File: src/rtl/pdss_pkg.sv
// constants and carriers of the pwm dead-band and steering stage
// assumes a 50 MHz REF_CLK and an APB master with 32-bit data
//
// How it works
// [RULE1] half-bridge delays only inactive-to-active edges
// [RULE2] dead band counted in four-clock instruction cycles
// [RULE3] count equals cycles between scheduled and actual
// [RULE4] auto-restart clears shutdown status when fault goes; code keeps it set until the next period start
// [RULE5] without auto-restart software clears shutdown status; code keeps it set until the next period start after the clear
// [RULE6] steering only in single-output mode
// [RULE7] steer enable routes pwm, else port control
// [RULE8] one waveform on any set of pins
// [RULE9] mode low bits set steered polarity
// [RULE10] shutdown forces only steered pins
// [RULE11] sync clear: steering updates immediately
// [RULE12] sync set: steering updates at next period
// [RULE13] sleep freezes timer, state and outputs
// [RULE14] idle keeps primary clock, others use selected
// [RULE15] pwm reaches pin only when direction is output
// [RULE16] software sets a steer enable for output
// [RULE17] shutdown forces pins to programmed pair levels
// [RULE18] restart resumes at next period start
// [RULE19] zero count adds no delay
package pdss_pkg;
    // ***************************************************************
    // register map
    // ***************************************************************
    localparam logic [11:0] PDSS_ADDR_DBR   = 12'h000;
    localparam logic [11:0] PDSS_ADDR_STEER = 12'h004;
    localparam logic [11:0] PDSS_ADDR_MODE  = 12'h008;
    localparam logic [11:0] PDSS_ADDR_SHUT  = 12'h00c;
    localparam logic [11:0] PDSS_ADDR_STAT  = 12'h010;
    localparam logic [7:0]  PDSS_RST_DBR    = 8'h00;
    localparam logic [4:0]  PDSS_RST_STEER  = 5'h01;
    localparam logic [7:0]  PDSS_RST_MODE   = 8'h00;
    localparam logic [7:0]  PDSS_RST_SHUT   = 8'h00;
    localparam int          PDSS_RESTART_BIT = 7;
    localparam int          PDSS_SHUT_BIT    = 7;
    localparam int          PDSS_SYNC_BIT    = 4;
    // ***************************************************************
    // mode encodings
    // ***************************************************************
    localparam logic [1:0] PDSS_MODE_PWM    = 2'h3;
    localparam logic [1:0] PDSS_BR_SINGLE   = 2'h0;
    localparam logic [1:0] PDSS_BR_HALF     = 2'h2;
    localparam logic [1:0] PDSS_SS_LOW      = 2'h0;
    localparam logic [1:0] PDSS_SS_HIGH     = 2'h1;
    // ***************************************************************
    // timing
    // ***************************************************************
    localparam int          PDSS_CLK_MHZ   = 50;
    localparam int          PDSS_TCY_OSC   = 4;
    localparam logic [1:0]  PDSS_TCY_LAST  = 2'(PDSS_TCY_OSC - 1);
    localparam logic [7:0]  PDSS_PERIOD_RST = 8'hff;

    typedef struct packed {
        logic [3:0] out;
        logic [3:0] oe;
    } pdss_pins_s;

    typedef enum logic [2:0] {
        PDSS_RUN  = 3'b001,
        PDSS_SHUT = 3'b010,
        PDSS_WAIT = 3'b100
    } pdss_state_e;
endpackage

File: src/rtl/pdss_stage.sv
// output stage: dead band, auto-restart and pulse steering
// assumes pwm, period start and shutdown inputs come from outside pins
//
// The APB interface to the registers and the register addresses were left to the implementer.
`timescale 1ns/1ps
module pdss_stage (
    input  wire logic        REF_CLK,
    input  wire logic        RSTN,
    input  wire logic        PSEL,
    input  wire logic        PENABLE,
    input  wire logic        PWRITE,
    input  wire logic [11:0] PADDR,
    input  wire logic [31:0] PWDATA,
    output logic      [31:0] PRDATA,
    output logic             PREADY,
    output logic             PSLVERR,
    input  wire logic        PWM_IN,
    input  wire logic        PERIOD_START,
    input  wire logic        SHUTDOWN_IN,
    input  wire logic        SLEEP,
    input  wire logic        PM_TICK,
    input  wire logic        PM_CLK_SEL,
    input  wire logic [3:0]  PIN_DIRECTION_BITS,
    input  wire logic [3:0]  PORT_OUT,
    output logic      [3:0]  PWM_OUT,
    output logic      [3:0]  PWM_OE
);
    // ***************************************************************
    // input synchronisers
    // ***************************************************************
    logic [3:0] s1;
    logic [3:0] s2;
    always_ff @(posedge REF_CLK) begin
        if (!RSTN) begin
            s1 <= 4'h0;
            s2 <= 4'h0;
        end else begin
            s1 <= {PWM_IN, PERIOD_START, SHUTDOWN_IN, PM_TICK};
            s2 <= s1;
        end
    end
    wire pwm_raw  = s2[3];
    wire per_lvl  = s2[2];
    wire fault    = s2[1];
    wire pm_tick  = s2[0];
    logic per_d;
    // sleep stops the dead band, period edge, state and pins; pm clock gives only selected ticks
    wire  run     = !SLEEP && (!PM_CLK_SEL || pm_tick);  // [RULE13] [RULE14]
    wire  per_start = run && per_lvl && !per_d;

    // ***************************************************************
    // registers
    // ***************************************************************
    logic [7:0] dbr;
    logic [4:0] steer;
    logic [3:0] steer_eff;
    logic [7:0] mode;
    logic [7:0] shut;
    pdss_pkg::pdss_state_e st;
    wire acc   = PSEL && PENABLE;
    wire wr    = acc && PWRITE;
    wire a_dbr = PADDR == pdss_pkg::PDSS_ADDR_DBR;
    wire a_str = PADDR == pdss_pkg::PDSS_ADDR_STEER;
    wire a_mod = PADDR == pdss_pkg::PDSS_ADDR_MODE;
    wire a_sht = PADDR == pdss_pkg::PDSS_ADDR_SHUT;
    wire a_sta = PADDR == pdss_pkg::PDSS_ADDR_STAT;
    wire mapped = a_dbr || a_str || a_mod || a_sht || a_sta;
    wire restart_en = dbr[pdss_pkg::PDSS_RESTART_BIT];
    wire shut_flag  = st != pdss_pkg::PDSS_RUN;
    wire sw_clear   = wr && a_sht && !PWDATA[pdss_pkg::PDSS_SHUT_BIT];
    wire sw_set     = wr && a_sht && PWDATA[pdss_pkg::PDSS_SHUT_BIT];
    wire [31:0] rd_mux =
        a_dbr ? {24'h0, dbr} :
        a_str ? {27'h0, steer} :
        a_mod ? {24'h0, mode} :
        a_sht ? {24'h0, shut_flag, shut[6:0]} :
        a_sta ? {28'h0, steer_eff} : 32'h0;
    assign PREADY  = 1'b1;
    assign PSLVERR = acc && !mapped;
    always_ff @(posedge REF_CLK) begin
        if (!RSTN) begin
            dbr    <= pdss_pkg::PDSS_RST_DBR;
            steer  <= pdss_pkg::PDSS_RST_STEER;
            mode   <= pdss_pkg::PDSS_RST_MODE;
            shut   <= pdss_pkg::PDSS_RST_SHUT;
            PRDATA <= 32'h0;
        end else begin
            if (wr && a_dbr) dbr <= PWDATA[7:0];
            if (wr && a_str) steer <= PWDATA[4:0];
            if (wr && a_mod) mode <= PWDATA[7:0];
            if (wr && a_sht) shut <= PWDATA[7:0];
            if (PSEL && !PENABLE && !PWRITE) PRDATA <= rd_mux;
        end
    end

    // ***************************************************************
    // steering update
    // ***************************************************************
    wire sync_mode = steer[pdss_pkg::PDSS_SYNC_BIT];
    always_ff @(posedge REF_CLK) begin
        if (!RSTN) begin
            steer_eff <= pdss_pkg::PDSS_RST_STEER[3:0];
            per_d     <= 1'b0;
        end else begin
            if (run) per_d <= per_lvl;
            if (!sync_mode) steer_eff <= steer[3:0];  // [RULE11]
            else if (per_start) steer_eff <= steer[3:0];  // [RULE12]
        end
    end

    // ***************************************************************
    // shutdown and restart
    // ***************************************************************
    pdss_pkg::pdss_state_e next_st;
    always_comb begin
        next_st = st;
        case (st)
            pdss_pkg::PDSS_RUN: begin
                if (fault || sw_set) next_st = pdss_pkg::PDSS_SHUT;
            end
            pdss_pkg::PDSS_SHUT: begin
                // fault level blocks software clear
                if (!fault && (restart_en || sw_clear))
                    next_st = pdss_pkg::PDSS_WAIT;  // [RULE4] [RULE5]
            end
            pdss_pkg::PDSS_WAIT: begin
                if (fault) next_st = pdss_pkg::PDSS_SHUT;
                else if (per_start) next_st = pdss_pkg::PDSS_RUN;  // [RULE18]
            end
            default: next_st = pdss_pkg::PDSS_RUN;
        endcase
    end
    always_ff @(posedge REF_CLK) begin
        if (!RSTN) st <= pdss_pkg::PDSS_RUN;
        else if (!SLEEP) st <= next_st;  // [RULE13]
    end
    wire force_shut = fault || st != pdss_pkg::PDSS_RUN;  // [RULE17]

    // ***************************************************************
    // dead band
    // ***************************************************************
    wire single = mode[3:2] == pdss_pkg::PDSS_MODE_PWM
               && mode[7:6] == pdss_pkg::PDSS_BR_SINGLE;  // [RULE6]
    wire half   = mode[3:2] == pdss_pkg::PDSS_MODE_PWM
               && mode[7:6] == pdss_pkg::PDSS_BR_HALF;
    logic [1:0] instruction_cycle;
    logic [6:0] dcnt;
    logic       pwm_a;
    logic       pwm_b;
    logic       pwm_prev;
    wire        tcy_end = run && instruction_cycle == pdss_pkg::PDSS_TCY_LAST;  // [RULE2]
    wire        pwm_edge = pwm_raw != pwm_prev;
    // band ends with the last instruction cycle of the count
    wire        band_done = pwm_edge ? dbr[6:0] == 7'h0
                          : (dcnt == 7'h0 || (dcnt == 7'h1 && tcy_end));  // [RULE3] [RULE19]
    always_ff @(posedge REF_CLK) begin
        if (!RSTN) begin
            instruction_cycle      <= 2'h0;
            dcnt     <= 7'h0;
            pwm_a    <= 1'b0;
            pwm_b    <= 1'b0;
            pwm_prev <= 1'b0;
        end else if (run) begin
            // cycle phase restarts at each edge, so the band is exact
            instruction_cycle      <= pwm_edge ? 2'h0 : instruction_cycle + 2'h1;  // [RULE2]
            pwm_prev <= pwm_raw;
            if (pwm_edge) dcnt <= dbr[6:0];  // [RULE3]
            else if (tcy_end && dcnt != 7'h0) dcnt <= dcnt - 7'h1;
            // falling side goes straight to inactive
            pwm_a <= pwm_raw && (!half || band_done);  // [RULE1] [RULE19]
            pwm_b <= !pwm_raw && (!half || band_done);  // [RULE1]
        end
    end

    // ***************************************************************
    // pin steering
    // ***************************************************************
    logic [3:0] next_out;
    logic [3:0] next_oe;
    for (genvar i = 0; i < 4; i++) begin : g_pin
        wire base = half ? ((i % 2 == 0) ? pwm_a : pwm_b) : pwm_a;
        wire pol  = (i % 2 == 0) ? mode[0] : mode[1];
        wire en   = single ? steer_eff[i] : (half && i < 2);  // [RULE7] [RULE8]
        wire [1:0] ss = (i % 2 == 0) ? shut[3:2] : shut[1:0];
        always_comb begin
            next_out[i] = PORT_OUT[i];
            next_oe[i]  = !PIN_DIRECTION_BITS[i];
            if (en) begin
                next_out[i] = base ^ pol;  // [RULE9]
                if (force_shut) begin
                    next_out[i] = ss == pdss_pkg::PDSS_SS_HIGH;  // [RULE10] [RULE17]
                    if (ss[1]) next_oe[i] = 1'b0;
                end
                next_oe[i] = next_oe[i] && !PIN_DIRECTION_BITS[i];  // [RULE15]
            end
        end
    end
    always_ff @(posedge REF_CLK) begin
        if (!RSTN) begin
            PWM_OUT <= 4'h0;
            PWM_OE  <= 4'h0;
        end else if (!SLEEP) begin
            PWM_OUT <= next_out;
            PWM_OE  <= next_oe;
        end
    end

    // ***************************************************************
    // checks
    // ***************************************************************
    property p_shut_pins;
        @(posedge REF_CLK) disable iff (!RSTN)
        (!SLEEP && single && steer_eff[0] && fault && shut[3:2] == pdss_pkg::PDSS_SS_LOW)
            |=> PWM_OUT[0] == 1'b0;
    endproperty
    a_shut_pins: assert property (p_shut_pins) else $error("shutdown level wrong"); // [RULE17]
    property p_sleep;
        @(posedge REF_CLK) disable iff (!RSTN)
        SLEEP |=> $stable(PWM_OUT) && $stable(st);
    endproperty
    a_sleep: assert property (p_sleep) else $error("sleep changed state"); // [RULE13]
    property p_restart;
        @(posedge REF_CLK) disable iff (!RSTN)
        (st == pdss_pkg::PDSS_WAIT && !$past(st == pdss_pkg::PDSS_WAIT))
            |-> $past(!fault);
    endproperty
    a_restart: assert property (p_restart) else $error("restart with fault"); // [RULE4]
    property p_run_at_period;
        @(posedge REF_CLK) disable iff (!RSTN)
        $rose(st == pdss_pkg::PDSS_RUN) |-> $past(per_start);
    endproperty
    a_run_at_period: assert property (p_run_at_period) else $error("resume off period"); // [RULE18]
    property p_sync;
        @(posedge REF_CLK) disable iff (!RSTN)
        (sync_mode && !per_start) |=> $stable(steer_eff);
    endproperty
    a_sync: assert property (p_sync) else $error("steer changed mid period"); // [RULE12]
    property p_async;
        @(posedge REF_CLK) disable iff (!RSTN)
        !sync_mode |=> steer_eff == $past(steer[3:0]);
    endproperty
    a_async: assert property (p_async) else $error("steer not immediate"); // [RULE11]
    property p_dir;
        @(posedge REF_CLK) disable iff (!RSTN)
        (!SLEEP && PIN_DIRECTION_BITS[1]) |=> !PWM_OE[1];
    endproperty
    a_dir: assert property (p_dir) else $error("driver on while input"); // [RULE15]
    property p_nosteer;
        @(posedge REF_CLK) disable iff (!RSTN)
        (!SLEEP && single && !steer_eff[2]) |=> PWM_OUT[2] == $past(PORT_OUT[2]);
    endproperty
    a_nosteer: assert property (p_nosteer) else $error("port control lost"); // [RULE7]

    // ***************************************************************
    // checks: dead band, clocks, shutdown and restart
    // ***************************************************************
    property p_band;
        @(posedge REF_CLK) disable iff (!RSTN)
        (half && run && pwm_edge && dbr[6:0] != 7'h0)
            |=> !pwm_a && !pwm_b;
    endproperty
    a_band: assert property (p_band) else $error("active edge not delayed"); // [RULE1]
    property p_zero;
        @(posedge REF_CLK) disable iff (!RSTN)
        (half && run && pwm_edge && dbr[6:0] == 7'h0)
            |=> pwm_a == $past(pwm_raw) && pwm_b == !$past(pwm_raw);
    endproperty
    a_zero: assert property (p_zero) else $error("zero band delayed"); // [RULE19]
    property p_load;
        @(posedge REF_CLK) disable iff (!RSTN)
        (run && pwm_edge)
            |=> dcnt == $past(dbr[6:0]);
    endproperty
    a_load: assert property (p_load) else $error("band count not loaded"); // [RULE3]
    property p_pm;
        @(posedge REF_CLK) disable iff (!RSTN)
        (PM_CLK_SEL && !pm_tick)
            |=> $stable(instruction_cycle) && $stable(pwm_a);
    endproperty
    a_pm: assert property (p_pm) else $error("ran without pm tick"); // [RULE14]
    property p_auto;
        @(posedge REF_CLK) disable iff (!RSTN)
        (st == pdss_pkg::PDSS_SHUT && restart_en && !fault && !SLEEP)
            |=> st == pdss_pkg::PDSS_WAIT;
    endproperty
    a_auto: assert property (p_auto) else $error("auto restart missed"); // [RULE4]
    property p_wait;
        @(posedge REF_CLK) disable iff (!RSTN)
        (st == pdss_pkg::PDSS_WAIT && !fault && !per_start && !SLEEP)
            |=> st == pdss_pkg::PDSS_WAIT;
    endproperty
    a_wait: assert property (p_wait) else $error("restart before period"); // [RULE18]
    property p_free;
        @(posedge REF_CLK) disable iff (!RSTN)
        (!SLEEP && single && !steer_eff[1] && force_shut)
            |=> PWM_OUT[1] == $past(PORT_OUT[1]);
    endproperty
    a_free: assert property (p_free) else $error("free pin forced"); // [RULE10]
    property p_stat;
        @(posedge REF_CLK) disable iff (!RSTN)
        (PSEL && !PENABLE && !PWRITE && a_sht)
            |=> PRDATA[7] == $past(shut_flag);
    endproperty
    a_stat: assert property (p_stat) else $error("status read wrong"); // [RULE4]
    c_shut: cover property (@(posedge REF_CLK) st == pdss_pkg::PDSS_SHUT);
    c_wait: cover property (@(posedge REF_CLK) st == pdss_pkg::PDSS_WAIT ##1 st == pdss_pkg::PDSS_RUN);
    c_dead: cover property (@(posedge REF_CLK) half && dcnt != 7'h0);
    c_sync: cover property (@(posedge REF_CLK) sync_mode && per_start);
endmodule

File: config.mk
export PLATFORM = sky130hd
export DESIGN_NAME = pdss_stage
export DESIGN_NICKNAME = d
export VERILOG_FILES = /design/src/rtl/pdss_pkg.sv /design/src/rtl/pdss_stage.sv
export SDC_FILE = /design/constraint.sdc
export NUM_CORES = 1
export LEC_CHECK = 0
export ABC_AREA = 1
export BUFFER_PORTS_ARGS = -buffer_cell sky130_fd_sc_hd__buf_4
export CAP_MARGIN = 20
export CORE_ASPECT_RATIO = 2
export CORE_UTILIZATION = 52
export DETAILED_ROUTE_END_ITERATION = 8
export PLACE_DENSITY = 0.8
export SLEW_MARGIN = 5
export SYNTH_ARGS = -nofsm -noshare
export SYNTH_HDL_FRONTEND = slang
export SYNTH_SLANG_ARGS = --single-unit
File: constraint.sdc
create_clock -name REF_CLK -period 2.5 [get_ports REF_CLK]
set_clock_uncertainty 0.2 [all_clocks]
set_input_delay 0.75 -clock REF_CLK [delete_from_list [all_inputs] [get_ports REF_CLK]]
set_output_delay 0.75 -clock REF_CLK [all_outputs]
set_load 0.02 [all_outputs]
==> flow_metrics.env <==
export IMPL_status="finished with violations"
export IMPL_violations="negative setup slack"
export IMPL_placed_cell_area_mm2=0.00433
export IMPL_num_rows=43
export IMPL_hold_class="flop to flop"
export IMPL_place_gp_congestion=0.884
export IMPL_post_route_period_util_pct=106
export IMPL_r2r_slack_ns=0.62
export IMPL_synthesis_area_mm2=0.00374
export IMPL_cap_violations=0
export IMPL_synthMostInstantiatedCell="nand2_1"
export IMPL_port_buffers=55
export IMPL_drive_above_1_share_pct=22.1
export IMPL_nNetsFinal=664
export IMPL_synth_edf_count=0
export IMPL_final_cells=693
export IMPL_vias=3726
export IMPL_cp_max_fo=4
export IMPL_yosys_area_share_simple_pct=26.5
export IMPL_syn_inst=521
export IMPL_hold_viol_final=0
export IMPL_drt_antenna_violating_nets=0
export IMPL_synthArstFlopShare_pct=0
export IMPL_drt_total_wl_mm=10.0
export IMPL_period_needed_ns=2.65
export IMPL_cts_root_buf="clkbuf_16"
export IMPL_ys_warn_count=0
export IMPL_antenna_found_initial=0
export IMPL_drtPass1Iterations=7
export IMPL_synthAdderAreaFrac_pct=1.00
export IMPL_cts_tree="done"
export IMPL_placed_cells=674
export IMPL_max_freq_ghz=0.377
export IMPL_synthTopCellsByCount="103 x nand2_1, 72 x dfxtp_1, 54 x inv_1, 54 x o21ai_0, 53 x a21oi_1"
export IMPL_synthDistinctLibCells=42
export IMPL_ir_drop_uv=525
export IMPL_detail_route_wl_per_cell_um=14.5
export IMPL_grt_max_degree=35
export IMPL_worstSetupPathType="input pin to primary output"
export IMPL_cts_buffers=9
export IMPL_finalMaxSlewViolations=0
export IMPL_muxShareOfSynthArea_pct=0
export IMPL_synth_compound_area_share_pct=19.2
export IMPL_postSynthAreaPerCell_um2=7.19
export IMPL_synth_area_leaders="dfxtp_1 38%, nand2_1 10%, o21ai_0 7.2%"
export IMPL_path_clk_slew_ns=0.05
export IMPL_grt_pass1_vias=3652
export IMPL_required_ns=1.55
export IMPL_p_leak_nw=2.17
export IMPL_n_antenna_cell=0
export IMPL_dp_slack_ns=-0.222
export IMPL_cp_end_kind="primary output"
export IMPL_dieWidth_um=62.0
export IMPL_grt_overflow=0
export IMPL_dieArea_mm2=0.00757
export IMPL_area_growth_pct=26.6
export IMPL_clk_latency_ns=0.34
export IMPL_pin_count=105
export IMPL_synth_top_area_share_pct=38.5
export IMPL_hold_slack_ns=0.214
export IMPL_synthFlopType="dfxtp_1"
export IMPL_stdcell_area_mm2=0.00474
export IMPL_clock_sinks=72
export IMPL_setup_violations_final=1
export IMPL_post_route_util_pct=68.3
export IMPL_ys_seq_elements=72
export IMPL_place_hpwl_mm=7.46
export IMPL_yosysSeqAreaShare_pct=38.5
export IMPL_dr_first_iter_drc_count=263
export IMPL_arrival_ns=1.70
export IMPL_layout_setup_ws_ns=-0.155
export IMPL_setup_tns_ns=-0.155
export IMPL_power_density_mw_per_mm2=666
export IMPL_cts_max_level=3
export IMPL_synth_top_family_by_area="simple AND/OR/NAND/NOR gates"
export IMPL_postCtsHoldBufs=0
export IMPL_synth_xor_area_share_pct=0.702
export IMPL_drc=0
export IMPL_rsz0062_at_grt="yes"
export IMPL_yosysTopAreaCell="dfxtp_1"
export IMPL_power_mw=3.16
export IMPL_crit_path_start_kind="input pin"
export IMPL_grt_pass1_wl_mm=16.1
export IMPL_start_util_pct=54.0
export IMPL_core_area_mm2=0.00694
export IMPL_grt_usage_pct=29.4
export IMPL_die_h_um=122
export IMPL_via_per_inst=5.38
export IMPL_clk_path_buf_depth=2
==> power breakdown <==
group	total [mW]	internal [mW]	switching, mW
clock	1.49	1.00	0.484
sequential	1.22	1.19	0.0266
combinational	0.456	0.173	0.282
==> timing repair <==
item,CTS,global route
setup endpoints to repair,1,1
pin swaps,9,0
setup buffers,3,0
gates resized for setup,8,3
==> sequential cells by signal (all words and copies together) (netlist names), 2 cells and up <==
register	flops
PRDATA	8
dbr	8
mode	8
dcnt	7
shut	7
steer	5
PWM_OE	4
PWM_OUT	4
s1	4
s2	4
steer_eff	4
st	3
instruction_cycle	2
==> layout by cell type, fill, tap and decap left out, types with 2 or more instances in the layout <==
| cell type | instances |
|---|---|
| a21oi_1 | 53 |
| a21oi_4 | 2 |
| a41oi_1 | 3 |
| buf_4 | 77 |
| buf_6 | 5 |
| bufinv_16 | 3 |
| clkbuf_16 | 9 |
| conb_1 | 25 |
| dfxtp_1 | 72 |
| ha_1 | 3 |
| inv_1 | 54 |
| inv_2 | 6 |
| nand2_1 | 101 |
| nand2_2 | 3 |
| nand2_4 | 3 |
| nand3_1 | 39 |
| nand3b_1 | 3 |
| nand4_1 | 4 |
| nor2_1 | 30 |
| nor2_2 | 3 |
| nor2_4 | 8 |
| nor3_1 | 8 |
| o211ai_1 | 3 |
| o21ai_0 | 54 |
| o21ai_1 | 5 |
| o21bai_1 | 4 |
| xnor2_1 | 2 |
==> layer usage <==
layer	GRT usage [%]	part of all wire, %	routed length [um]	up-vias
met5	0	0	0	-
met4	23.5	6.2	624	0
met3	8.17	5.1	513	57
met2	48.7	54	5420	148
met1	28.6	35	3470	1704
li1	-	-	-	1817
==> final cells by class <==
type | count | area [um2]
clock buffers | 11 | 243
fillers | 575 | 2200
well taps | 90 | 113
clock inverters | 5 | 104
repair buffers | 84 | 669
inverters | 60 | 225
multi-input cells | 371 | 1950
flip-flops and latches | 72 | 1440
==> worst max-delay path, cell delays in order <==
cell and delay [ns]:
buf_6 0.10, nor2_4 0.11, nand2_4 0.07, nor2_4 0.21
buf_12 0.14, nand2_8 0.04, nand2_4 0.07, a2111oi_4 0.04
buf_4 0.17
==> path summary, 6_finish.rpt <==
check,from,to,depth (start not counted)
min,s1[2],s2[2],2
min reg2reg,s1[2],s2[2],2
max,PADDR[10],PSLVERR,9
max reg2reg,pwm_prev,g_pin[0].base,7
==> logic make-up after synthesis <==
group | count (synthesis)
compound gates | 130
xor+xnor | 3
fa+ha+maj | 3
buf+inv | 101
flops | 72
other cells | 2
simple gates | 210
(Power assumes the default switching activity.)
